## src/verilog/io_bank_pkg.sv

```systemverilog
package io_bank_pkg;

   // ----------------------------------------------------------------------
   // Variants, switch positions and register selectors
   // ----------------------------------------------------------------------
   typedef enum logic [0:0] {VAR_FOUR_AO = 1'b0, VAR_EIGHT_AI = 1'b1} variant_type;
   typedef enum logic [1:0] {SW_OFF = 2'b00, SW_AUTO = 2'b01, SW_HAND = 2'b11} switch_type;
   typedef enum logic [2:0] {
      REG_NONE  = 3'b000,
      REG_TRIM  = 3'b001,
      REG_RATE  = 3'b011,
      REG_OUT   = 3'b010,
      REG_IN    = 3'b110,
      REG_RANGE = 3'b111
   } reg_sel_type;

   // ----------------------------------------------------------------------
   // Register addresses
   // ----------------------------------------------------------------------
   localparam logic [15:0] ADDR_TRIM       = 16'h000D;
   localparam logic [15:0] ADDR_RATE       = 16'h000F;
   localparam logic [15:0] ADDR_OUT_BASE   = 16'h0064;
   localparam logic [15:0] ADDR_IN_4AO     = 16'h00BE;
   localparam logic [15:0] ADDR_IN_8AI     = 16'h006C;
   localparam logic [15:0] ADDR_RANGE_BASE = 16'h00C8;

   // ----------------------------------------------------------------------
   // Channel counts
   // ----------------------------------------------------------------------
   localparam int NUM_IN_MAX  = 10;
   localparam int NUM_IN_4AO  = 10;
   localparam int NUM_IN_8AI  = 8;
   localparam int NUM_OUT_MAX = 12;
   localparam int NUM_OUT_4AO = 12;
   localparam int NUM_OUT_8AI = 8;
   localparam int NUM_AO_MAX  = 8;
   localparam int NUM_AO_4AO  = 4;
   localparam int NUM_AO_8AI  = 8;
   localparam int NUM_RELAY   = 8;

   // ----------------------------------------------------------------------
   // Values, thresholds and reset values
   // ----------------------------------------------------------------------
   localparam logic [11:0] IN_FULL_BASE   = 12'h400;
   localparam logic [11:0] IN_FULL_4AO    = 12'hFFF;
   localparam logic [11:0] IN_LED_BASE    = 12'h200;
   localparam logic [11:0] IN_LED_4AO     = 12'h7FF;
   localparam logic [15:0] OUT_ON_THRESH  = 16'h0200;
   localparam logic [15:0] AO_LEVEL_FULL  = 16'h0400;
   localparam int          AO_W           = 10;
   localparam logic [9:0]  AO_FULL        = 10'h3E8;
   localparam logic [17:0] AO_SCALE_MUL   = 18'h0007D;
   localparam logic [12:0] AO_OFFSET_ZERO = 13'h0080;
   localparam logic [7:0]  TRIM_RESET     = 8'h80;
   localparam logic [15:0] TRIM_MAX       = 16'h00FF;
   localparam logic [7:0]  RATE_RESET     = 8'h01;
   localparam logic [15:0] RATE_MAX       = 16'h0001;
   localparam logic [7:0]  RANGE_RESET    = 8'h00;
   localparam logic [7:0]  RANGE_PULSE    = 8'h06;
   localparam logic [15:0] RANGE_MAX      = 16'h000D;

   // ----------------------------------------------------------------------
   // Timing
   // ----------------------------------------------------------------------
   localparam int          CLK_PERIOD_NS   = 100;
   localparam int          PULSE_FILTER_NS = 100_000;
   localparam int          PULSE_FILTER_CYC = (PULSE_FILTER_NS + CLK_PERIOD_NS - 1) / CLK_PERIOD_NS;
   localparam int          FILTER_W        = 10;
   localparam logic [9:0]  FILTER_LAST     = 10'(PULSE_FILTER_CYC - 1);

endpackage : io_bank_pkg

```

## src/verilog/pulse_filter.sv

```systemverilog
`timescale 1ns/1ns
module pulse_filter
   import io_bank_pkg::*;
(
   // Clock and reset.
   input  wire logic clk_i,
   input  wire logic sys_rst_i,
   // Raw pin and counting mode.
   input  wire logic pin_i,
   input  wire logic enable_i,
   // Filtered rising edge.
   output logic      rise_o
);

   logic                sync_a;
   logic                sync_b;
   logic                level;
   logic [FILTER_W-1:0] stable_cnt;

   // Two flip-flops bring the pin into the clock domain.
   always_ff @(posedge clk_i or posedge sys_rst_i) begin
      if (sys_rst_i) begin
         sync_a <= 1'b0;
         sync_b <= 1'b0;
      end else begin
         sync_a <= pin_i;
         sync_b <= sync_a;
      end
   end

   // Counts how long the pin has differed from the filtered level.
   always_ff @(posedge clk_i or posedge sys_rst_i) begin
      if (sys_rst_i) begin
         stable_cnt <= '0;
      end else if (sync_b == level || stable_cnt == FILTER_LAST) begin
         stable_cnt <= '0;
      end else begin
         stable_cnt <= stable_cnt + 10'h001;
      end
   end

   // The level follows only a change that outlives the filter, far below a 1 kHz half period.
   always_ff @(posedge clk_i or posedge sys_rst_i) begin
      if (sys_rst_i) begin
         level  <= 1'b0;
         rise_o <= 1'b0;
      end else begin
         if (sync_b != level && stable_cnt == FILTER_LAST) begin
            level <= sync_b;
         end
         rise_o <= enable_i && !level && sync_b && stable_cnt == FILTER_LAST;
      end
   end
endmodule : pulse_filter

```

## src/verilog/io_register_bank.sv

```systemverilog
// Functional notes
// - Base variant inputs: 10-bit, full scale 1024.
// - Base input LED lit above 512.
// - Four-output variant: full 4095, LED above 2047.
// - Input values at 190-199 or 108-115.
// - Hand position forces the output fully on.
// - Off position forces the output inactive.
// - Auto drives analog output from its register.
// - Relay or sink active above 512 in auto.
// - Analog register 0..1024 maps 0..10 V.
// - Output registers clear at power-up.
// - Output LED lit when register exceeds 512.
// - Output registers at 100-111 or 100-107.
// - Trim at 13 offsets analog, 128 neutral.
// - Trim saved nonvolatile, reloaded at power-up.
// - Register 15 selects 19200 or 9600 bps.
// - All registers reached as a serial slave.
// - Range bytes per input at 200-209.
// - Range codes 0..13, code 6 is pulse.
// - Pulse inputs handle rates below 1 kHz.
`timescale 1ns/1ns
module io_register_bank
   import io_bank_pkg::*;
#(
   parameter variant_type VARIANT = VAR_FOUR_AO
) (
   // Clock and reset.
   input  wire logic                                 clk_i,
   input  wire logic                                 sys_rst_i,
   // Decoded register transactions from the serial frame layer.
   input  wire logic                                 req_i,
   input  wire logic                                 wr_i,
   input  wire logic [15:0]                          addr_i,
   input  wire logic [15:0]                          wdata_i,
   output logic                                      ack_o,
   output logic                                      exc_o,
   output logic [15:0]                               rdata_o,
   // Line rate handling.
   input  wire logic                                 resp_done_i,
   output logic                                      baud_sel_o,
   // Nonvolatile trim store.
   input  wire logic                                 nv_valid_i,
   input  wire logic [7:0]                           nv_trim_i,
   output logic                                      nv_wr_o,
   output logic [7:0]                                nv_data_o,
   // Converter results and field pins.
   input  wire logic                                 adc_valid_i,
   input  wire logic [3:0]                           adc_chan_i,
   input  wire logic [11:0]                          adc_data_i,
   input  wire logic [NUM_IN_MAX-1:0]                pulse_pin_i,
   input  wire logic [NUM_OUT_MAX-1:0][1:0]          switch_i,
   // Output drive and indicators.
   output logic [NUM_AO_MAX-1:0][AO_W-1:0]           ao_code_o,
   output logic [NUM_RELAY-1:0]                      relay_o,
   output logic [NUM_IN_MAX-1:0]                     in_led_o,
   output logic [NUM_OUT_MAX-1:0]                    out_led_o,
   output logic [NUM_IN_MAX-1:0]                     pulse_tick_o
);

   // ----------------------------------------------------------------------
   // Variant selections
   // ----------------------------------------------------------------------
   localparam logic        IS_4AO    = (VARIANT == VAR_FOUR_AO);
   localparam logic [3:0]  IN_COUNT  = IS_4AO ? 4'(NUM_IN_4AO) : 4'(NUM_IN_8AI);
   localparam int          OUT_COUNT = IS_4AO ? NUM_OUT_4AO : NUM_OUT_8AI;
   localparam int          AO_COUNT  = IS_4AO ? NUM_AO_4AO : NUM_AO_8AI;
   localparam logic [11:0] IN_FULL   = IS_4AO ? IN_FULL_4AO : IN_FULL_BASE;
   localparam logic [11:0] IN_LED_TH = IS_4AO ? IN_LED_4AO : IN_LED_BASE;

   // ----------------------------------------------------------------------
   // Decoding functions
   // ----------------------------------------------------------------------
   // Maps an address to the register group that holds it.
   function automatic reg_sel_type decode_sel(input logic [15:0] addr);
      logic [15:0] in_base;
      logic [15:0] in_end;
      logic [15:0] out_end;
      logic [15:0] range_end;
      begin
         in_base   = IS_4AO ? ADDR_IN_4AO : ADDR_IN_8AI;
         in_end    = in_base + {12'h000, IN_COUNT};
         out_end   = ADDR_OUT_BASE + 16'(OUT_COUNT);
         range_end = ADDR_RANGE_BASE + 16'(NUM_IN_4AO);
         if (addr == ADDR_TRIM) begin
            decode_sel = REG_TRIM;
         end else if (addr == ADDR_RATE) begin
            decode_sel = REG_RATE;
         end else if (addr >= in_base && addr < in_end) begin
            decode_sel = REG_IN;
         end else if (addr >= ADDR_OUT_BASE && addr < out_end) begin
            decode_sel = REG_OUT;
         end else if (IS_4AO && addr >= ADDR_RANGE_BASE && addr < range_end) begin
            decode_sel = REG_RANGE;
         end else begin
            decode_sel = REG_NONE;
         end
      end
   endfunction : decode_sel

   // Gives the channel index inside a register group.
   function automatic logic [3:0] decode_idx(input logic [15:0] addr, input reg_sel_type sel);
      logic [15:0] off;
      begin
         case (sel)
            REG_OUT:   off = addr - ADDR_OUT_BASE;
            REG_IN:    off = addr - (IS_4AO ? ADDR_IN_4AO : ADDR_IN_8AI);
            REG_RANGE: off = addr - ADDR_RANGE_BASE;
            default:   off = 16'h0000;
         endcase
         decode_idx = off[3:0];
      end
   endfunction : decode_idx

   // Analog drive in 10 mV steps from switch, level and trim.
   function automatic logic [AO_W-1:0] ao_drive(input logic [1:0] sw, input logic [15:0] level,
                                                input logic [7:0] trim_v);
      logic [10:0] lv;
      logic [17:0] prod;
      logic [12:0] tmp;
      logic [12:0] adj;
      begin
         lv   = (level > AO_LEVEL_FULL) ? AO_LEVEL_FULL[10:0] : level[10:0];
         prod = {7'h00, lv} * AO_SCALE_MUL;
         tmp  = {3'b000, prod[16:7]} + {5'b00000, trim_v};
         adj  = tmp - AO_OFFSET_ZERO;
         case (switch_type'(sw))
            SW_HAND: ao_drive = AO_FULL;
            SW_AUTO: begin
               if (tmp < AO_OFFSET_ZERO) begin
                  ao_drive = 10'h000;
               end else if (adj > {3'b000, AO_FULL}) begin
                  ao_drive = AO_FULL;
               end else begin
                  ao_drive = adj[AO_W-1:0];
               end
            end
            default: ao_drive = 10'h000;
         endcase
      end
   endfunction : ao_drive

   // Relay or sinking drive from switch and level.
   function automatic logic relay_drive(input logic [1:0] sw, input logic [15:0] level);
      begin
         case (switch_type'(sw))
            SW_HAND: relay_drive = 1'b1;
            SW_AUTO: relay_drive = level > OUT_ON_THRESH;
            default: relay_drive = 1'b0;
         endcase
      end
   endfunction : relay_drive

   // ----------------------------------------------------------------------
   // Register storage
   // ----------------------------------------------------------------------
   logic [7:0]        trim;
   logic [7:0]        rate_reg;
   logic [15:0]       out_level [NUM_OUT_MAX];
   logic [11:0]       in_value [NUM_IN_MAX];
   logic [7:0]        range_code [NUM_IN_MAX];
   logic [1:0]        sw_meta [NUM_OUT_MAX];
   logic [1:0]        sw_sync [NUM_OUT_MAX];
   reg_sel_type       sel;
   logic [3:0]        idx;
   logic              write_legal;
   logic              wr_ok;
   logic [15:0]       rd_value;

   // Address decode of the current request.
   always_comb begin
      sel   = decode_sel(addr_i);
      idx   = decode_idx(addr_i, sel);
      wr_ok = req_i && wr_i && write_legal;
   end

   // Only mapped writable registers with in-range values accept a write.
   always_comb begin
      case (sel)
         REG_TRIM:  write_legal = wdata_i <= TRIM_MAX;
         REG_RATE:  write_legal = wdata_i <= RATE_MAX;
         REG_OUT:   write_legal = 1'b1;
         REG_RANGE: write_legal = wdata_i <= RANGE_MAX;
         default:   write_legal = 1'b0;
      endcase
   end

   // Read data multiplexer.
   always_comb begin
      case (sel)
         REG_TRIM:  rd_value = {8'h00, trim};
         REG_RATE:  rd_value = {8'h00, rate_reg};
         REG_OUT:   rd_value = out_level[idx];
         REG_IN:    rd_value = {4'h0, in_value[idx]};
         REG_RANGE: rd_value = {8'h00, range_code[idx]};
         default:   rd_value = 16'h0000;
      endcase
   end

   // Answers every request one cycle later; refused accesses flag an exception.
   always_ff @(posedge clk_i or posedge sys_rst_i) begin
      if (sys_rst_i) begin
         ack_o   <= 1'b0;
         exc_o   <= 1'b0;
         rdata_o <= 16'h0000;
      end else begin
         ack_o <= req_i;
         exc_o <= req_i && (wr_i ? !write_legal : (sel == REG_NONE));
         if (req_i) begin
            rdata_o <= wr_i ? 16'h0000 : rd_value;
         end
      end
   end

   // Trim starts neutral, is reloaded from the store and saved on each write.
   always_ff @(posedge clk_i or posedge sys_rst_i) begin
      if (sys_rst_i) begin
         trim      <= TRIM_RESET;
         nv_wr_o   <= 1'b0;
         nv_data_o <= TRIM_RESET;
      end else begin
         nv_wr_o <= wr_ok && sel == REG_TRIM;
         if (wr_ok && sel == REG_TRIM) begin
            trim      <= wdata_i[7:0];
            nv_data_o <= wdata_i[7:0];
         end else if (nv_valid_i) begin
            trim <= nv_trim_i;
         end
      end
   end

   // The line rate only switches once the pending response is on the wire.
   always_ff @(posedge clk_i or posedge sys_rst_i) begin
      if (sys_rst_i) begin
         rate_reg   <= RATE_RESET;
         baud_sel_o <= RATE_RESET[0];
      end else begin
         if (wr_ok && sel == REG_RATE) begin
            rate_reg <= wdata_i[7:0];
         end
         if (resp_done_i) begin
            baud_sel_o <= rate_reg[0];
         end
      end
   end

   // Output levels are volatile and come up cleared.
   always_ff @(posedge clk_i or posedge sys_rst_i) begin
      if (sys_rst_i) begin
         for (int k = 0; k < NUM_OUT_MAX; k++) begin
            out_level[k] <= 16'h0000;
         end
      end else if (wr_ok && sel == REG_OUT) begin
         out_level[idx] <= wdata_i;
      end
   end

   // Range codes per input.
   always_ff @(posedge clk_i or posedge sys_rst_i) begin
      if (sys_rst_i) begin
         for (int k = 0; k < NUM_IN_MAX; k++) begin
            range_code[k] <= RANGE_RESET;
         end
      end else if (wr_ok && sel == REG_RANGE) begin
         range_code[idx] <= wdata_i[7:0];
      end
   end

   // Converter results are clamped to the variant's full scale.
   always_ff @(posedge clk_i or posedge sys_rst_i) begin
      if (sys_rst_i) begin
         for (int k = 0; k < NUM_IN_MAX; k++) begin
            in_value[k] <= 12'h000;
         end
      end else if (adc_valid_i && adc_chan_i < IN_COUNT) begin
         in_value[adc_chan_i] <= (adc_data_i > IN_FULL) ? IN_FULL : adc_data_i;
      end
   end

   // ----------------------------------------------------------------------
   // Per-channel logic
   // ----------------------------------------------------------------------
   for (genvar g = 0; g < NUM_IN_MAX; g++) begin : g_in
      // Input indicator follows the variant threshold.
      always_ff @(posedge clk_i or posedge sys_rst_i) begin
         if (sys_rst_i) begin
            in_led_o[g] <= 1'b0;
         end else begin
            in_led_o[g] <= (4'(g) < IN_COUNT) && in_value[g] > IN_LED_TH;
         end
      end

      // Pulse counting is enabled by the pulse range code.
      pulse_filter u_pulse (
         .clk_i     (clk_i),
         .sys_rst_i (sys_rst_i),
         .pin_i     (pulse_pin_i[g]),
         .enable_i  (range_code[g] == RANGE_PULSE),
         .rise_o    (pulse_tick_o[g])
      );
   end

   for (genvar g = 0; g < NUM_OUT_MAX; g++) begin : g_out
      // Switch pins pass two flip-flops.
      always_ff @(posedge clk_i or posedge sys_rst_i) begin
         if (sys_rst_i) begin
            sw_meta[g] <= 2'b00;
            sw_sync[g] <= 2'b00;
         end else begin
            sw_meta[g] <= switch_i[g];
            sw_sync[g] <= sw_meta[g];
         end
      end

      // Output indicator shows the register above half scale.
      always_ff @(posedge clk_i or posedge sys_rst_i) begin
         if (sys_rst_i) begin
            out_led_o[g] <= 1'b0;
         end else begin
            out_led_o[g] <= (g < OUT_COUNT) && out_level[g] > OUT_ON_THRESH;
         end
      end
   end

   for (genvar g = 0; g < NUM_AO_MAX; g++) begin : g_ao
      // Analog drive for channels the variant has.
      always_ff @(posedge clk_i or posedge sys_rst_i) begin
         if (sys_rst_i) begin
            ao_code_o[g] <= 10'h000;
         end else begin
            ao_code_o[g] <= (g < AO_COUNT) ? ao_drive(sw_sync[g], out_level[g], trim) : 10'h000;
         end
      end
   end

   for (genvar g = 0; g < NUM_RELAY; g++) begin : g_relay
      // Relays follow the outputs after the analog channels.
      always_ff @(posedge clk_i or posedge sys_rst_i) begin
         if (sys_rst_i) begin
            relay_o[g] <= 1'b0;
         end else begin
            relay_o[g] <= IS_4AO && relay_drive(sw_sync[g + NUM_AO_4AO], out_level[g + NUM_AO_4AO]);
         end
      end
   end

   logic in0_hot;
   logic out0_hot;
   logic relay0_want;
   assign in0_hot     = in_value[0] > IN_LED_TH;
   assign out0_hot    = out_level[0] > OUT_ON_THRESH;
   assign relay0_want = out_level[NUM_AO_4AO] > OUT_ON_THRESH;
endmodule : io_register_bank

```

## config.mk

```make
export PLATFORM = sky130hd
export DESIGN_NAME = io_register_bank
export DESIGN_NICKNAME = d
export VERILOG_FILES = /design/src/verilog/io_bank_pkg.sv /design/src/verilog/pulse_filter.sv /design/src/verilog/io_register_bank.sv
export SDC_FILE = /design/constraint.sdc
export NUM_CORES = 2
export LEC_CHECK = 0
export BUFFER_PORTS_ARGS = -buffer_cell sky130_fd_sc_hd__buf_2
export CAP_MARGIN = 20
export CORE_UTILIZATION = 50
export CTS_BUF_LIST = sky130_fd_sc_hd__clkbuf_16
export DETAILED_ROUTE_END_ITERATION = 8
export PLACE_DENSITY = 0.75
export SYNTH_ARGS = -nofsm -noshare
export SYNTH_HDL_FRONTEND = slang
export SYNTH_SLANG_ARGS = --single-unit
```

## constraint.sdc

```tcl
create_clock -name clk_i -period 28.6 [get_ports clk_i]
set_input_delay 4.29 -clock clk_i [delete_from_list [all_inputs] [get_ports clk_i]]
set_output_delay 4.29 -clock clk_i [all_outputs]
set_load 0.01 [all_outputs]
```

==> out/results.txt <==
Slowest stage delay, CP = 0.60 ns
Clock Latency Late Sink = 0.64 ns
Mean Syn Cell Area = 10.7 sq um
Area occupied by registers = 0.0174 sq mm
CP endpoint kind = flip-flop
Core Area = 0.0795 sq mm
Hpwl dp = 80.3 mm
Crit path time final = 9.81 ns
I/O Buffers = 204
Synth top area share = 42.7%
R2r startpoint = out_level[140]
Synthesized-area fraction occupied by and/or/nand/nor cells = 13.2%
Distinct cell type count after synthesis = 100
Regs by FF count = out_level: 192 flops, in_value: 120 flops, g_in.u_pulse.stable_cnt: 100 flops
1st-pass router iterations = 8
CTS-repair resized insts = 0
Wire per inst = 22.0 um
Max FFs per register = 192
Reg2reg end = ao_code_o[35]
Synth area leaders = dfrtp_1 43%, mux2_2 10%, fa_1 6.7%
Clk sinks = 694
Syn Std Cell Area = 0.0405 sq mm
Main synth FF type = dfrtp_1
Yosys top cell by area = dfrtp_1
Post-DRT Antenna Nets = 0
Clock slew at reported path FFs = 0.06 ns
HP Class = reg -> reg
H-tree depth = 3
Nets = 4377
Area growth syn-to-layout = 10.9%
Placed Cells = 4912
Die Y = 286 um
Hold path cells = 0
Static Leak = 22.6 nW
Share of cells above drive strength 1 = 20.3%
Vias = 30100
CP startpoint = out_level[140]
Root Buffer = clkbuf_16
Final setup margin = 18.79 ns
Flop-to-flop setup slack = 18.79 ns
Register area share after synthesis = 42.9%
Setup TNS = 0 ns
Initial core utilization = 50.9%
Number of buffers added for setup after CTS = 0
Via/cell ratio = 5.96
Max IR drop VDD = 0.0553 mV
Slowest-stage cell, CP = or4b_2
Fmax = 102 MHz
Total congestion overflow = 0
Slew @ Worst Pin = 1.27 ns
Max-slew headroom = 15.6%
CTS Hold Buffers Added = 0
Final Cycle Share = 34.3%
Fillers = 6639
I/O Pins = 245
Max-cap violations = 0
Largest net degree at the start of global routing = 172
CTS tree = built
Finished Layout Cells = 5058
Post-Synth Adder-Cell Area = 13.0%
RSZ-0062 raised after global routing = no
Largest family of logic cells by synthesized area = simple AND/OR/NAND/NOR gates
Compound-cell area share of the yosys netlist = 9.72%
Initial antenna violation count = 10
CP arrival = 10.32 ns
Status = finished, final reports clean
Worst Reg-to-Reg Cells = 37
Remaining DRCs = 0
DRT iter0 DRCs = 2903
Max-slew violations = 0
Pwr/cell area = 50.4 mW/mm^2
Number of CTS-inserted buffers = 76
Hold path endpoint = g_in[0].u_pulse.sync_b
Worst Path Required = 29.11 ns
Die area = 0.0820 sq mm
Yosys reg bits = 694
First-pass GRT wire length = 174 mm
Post-synthesis xor/xnor area fraction = 3.22%
Clock Path Buffers = 3
Die span in x = 286 um
Final Setup Violations = 0
Setup WS pre-CTS = 18.93 ns
Worst Setup Start Kind = flip-flop
Vias in the first global route = 29900
Final clock skew = 0.0325 ns
Crit-path max FO = 10
Asr flop ratio synth = 100%
Largest Register = out_level
Number of synthesized flops with an enable pin = 0
Gr usage total = 27.3%
Hold Vio Cnt, Final = 0
Post-Synthesis Cells = 3778
Multi-input logic area = 0.0212 sq mm
Number of cell rows = 103
Multiplexer share of the synthesized area = 12.9%
Worst Setup Path Type = reg -> reg
Worst Hold Launch = g_in[0].u_pulse.sync_a
Syn. warnings = 0
Final WL = 111 mm
Routability cong. = 0.978
## cell usage after synthesis (15+ instances only)
master / number
mux2_2: 374
o21a_1: 37
mux2i_1: 79
a31oi_1: 23
or4_1: 17
xor2_1: 43
or3_1: 15
o21ai_0: 111
buf_1: 32
nor2_1: 274
clkbuf_1: 86
nor3_1: 78
and2_1: 63
nand3_1: 84
nand2b_1: 18
xnor2_1: 103
o211ai_1: 17
nor2b_1: 26
or2_2: 20
dfrtp_1: 690
a211oi_1: 28
buf_2: 24
nand4_1: 27
buf_4: 52
inv_1: 281
a21o_1: 24
fa_1: 135
a21oi_1: 109
and3_1: 36
ha_1: 203
nand2_1: 305
o22ai_1: 35
nor4_1: 48
## cells by family (layout without fill, tap and decap cells)
logic type | Yosys count | in the layout
simple gates | 1079 | 1079
flops | 694 | 694
compound gates | 575 | 575
buf+inv | 479 | 666
mux | 465 | 465
fa+ha+maj | 338 | 338
xor+xnor | 147 | 147
other cells | 1 | 44
## critical path: cells and delay by family, from the launching register on
family,cells,cell delay (ns)
and+or+nand+nor,16,4.02
DFF,1,0.38
adders and majority gates,7,2.82
buffers and inverters,4,0.44
AOI/OAI and AO/OA,10,2.02
## metal layers
metal / global-route usage, % / part of all wire, % / wire [um] / vias to the layer above
met5: 0 / 0.062 / 69 / -
met4: 10.2 / 3.9 / 4310 / 12
li1: - / - / - / 13500
met2: 42.6 / 46 / 50900 / 1290
met1: 37.3 / 42 / 46600 / 15000
met3: 5.90 / 8.5 / 9510 / 289
## worst max path at each step
stage	to	slack, ns	cells past startpoint
5_1_grt	ao_code_o[22]	18.09	36
3_5_place_dp	rdata_o[1]	18.93	14
2_1_floorplan	ack_o	4.86	1
6_report	ao_code_o[35]	18.79	37
4_1_cts	ao_code_o[35]	18.90	34
3_3_place_gp	rdata_o[1]	18.96	14
## layout by cell type (no fill, tap or decap), types with 27 or more instances in the layout
cell type	instances
ha_1	203
clkbuf_16	78
a21oi_1	106
mux2_2	374
o21a_1	37
xor2_1	43
mux2i_1	79
o21ai_0	111
conb_1	40
nor4_1	48
nand4_1	27
and2_1	63
nor3_1	78
nand2_1	305
nor2_1	274
o22ai_1	35
buf_2	204
dfrtp_1	690
inv_1	293
nand3_1	84
a211oi_1	28
buf_4	35
xnor2_1	103
and3_1	36
fa_1	135
## final cells by class
| type | count | share of cell area, % |
|---|---|---|
| Timing Repair Buffer | 242 | 2.98 |
| Multi-Input combinational cell | 2644 | 47.3 |
| Clock inverter | 62 | 1.25 |
| Inverter | 284 | 2.39 |
| Antenna cell | 4 | 0.0223 |
| Clock buffer | 78 | 4.35 |
| Tap cell | 1050 | 2.93 |
| Sequential cell | 694 | 38.7 |
## through the flow
step / power (mW) / hold slack [ns] / instance area, sq um / util [%]
floorplan: 1.22 / 0.331 / 40600 / -
global placement: 1.27 / 0.332 / 42300 / 53.2
detailed placement: 1.28 / 0.335 / 42300 / 53.2
CTS: 2.27 / 0.349 / 44800 / 56.3
global route: 2.34 / 0.353 / 44800 / 56.4
finish: 2.26 / 0.346 / 44800 / 56.4
## power by group
| part | total (mW) | switching (mW) | leakage, nW | internal, mW |
|---|---|---|---|---|
| logic | 0.190 | 0.110 | 12.1 | 0.0795 |
| registers | 1.08 | 0.0355 | 9.20 | 1.04 |
| clock network | 0.993 | 0.414 | 1.27 | 0.579 |
Power figures use the tool's default switching activity.
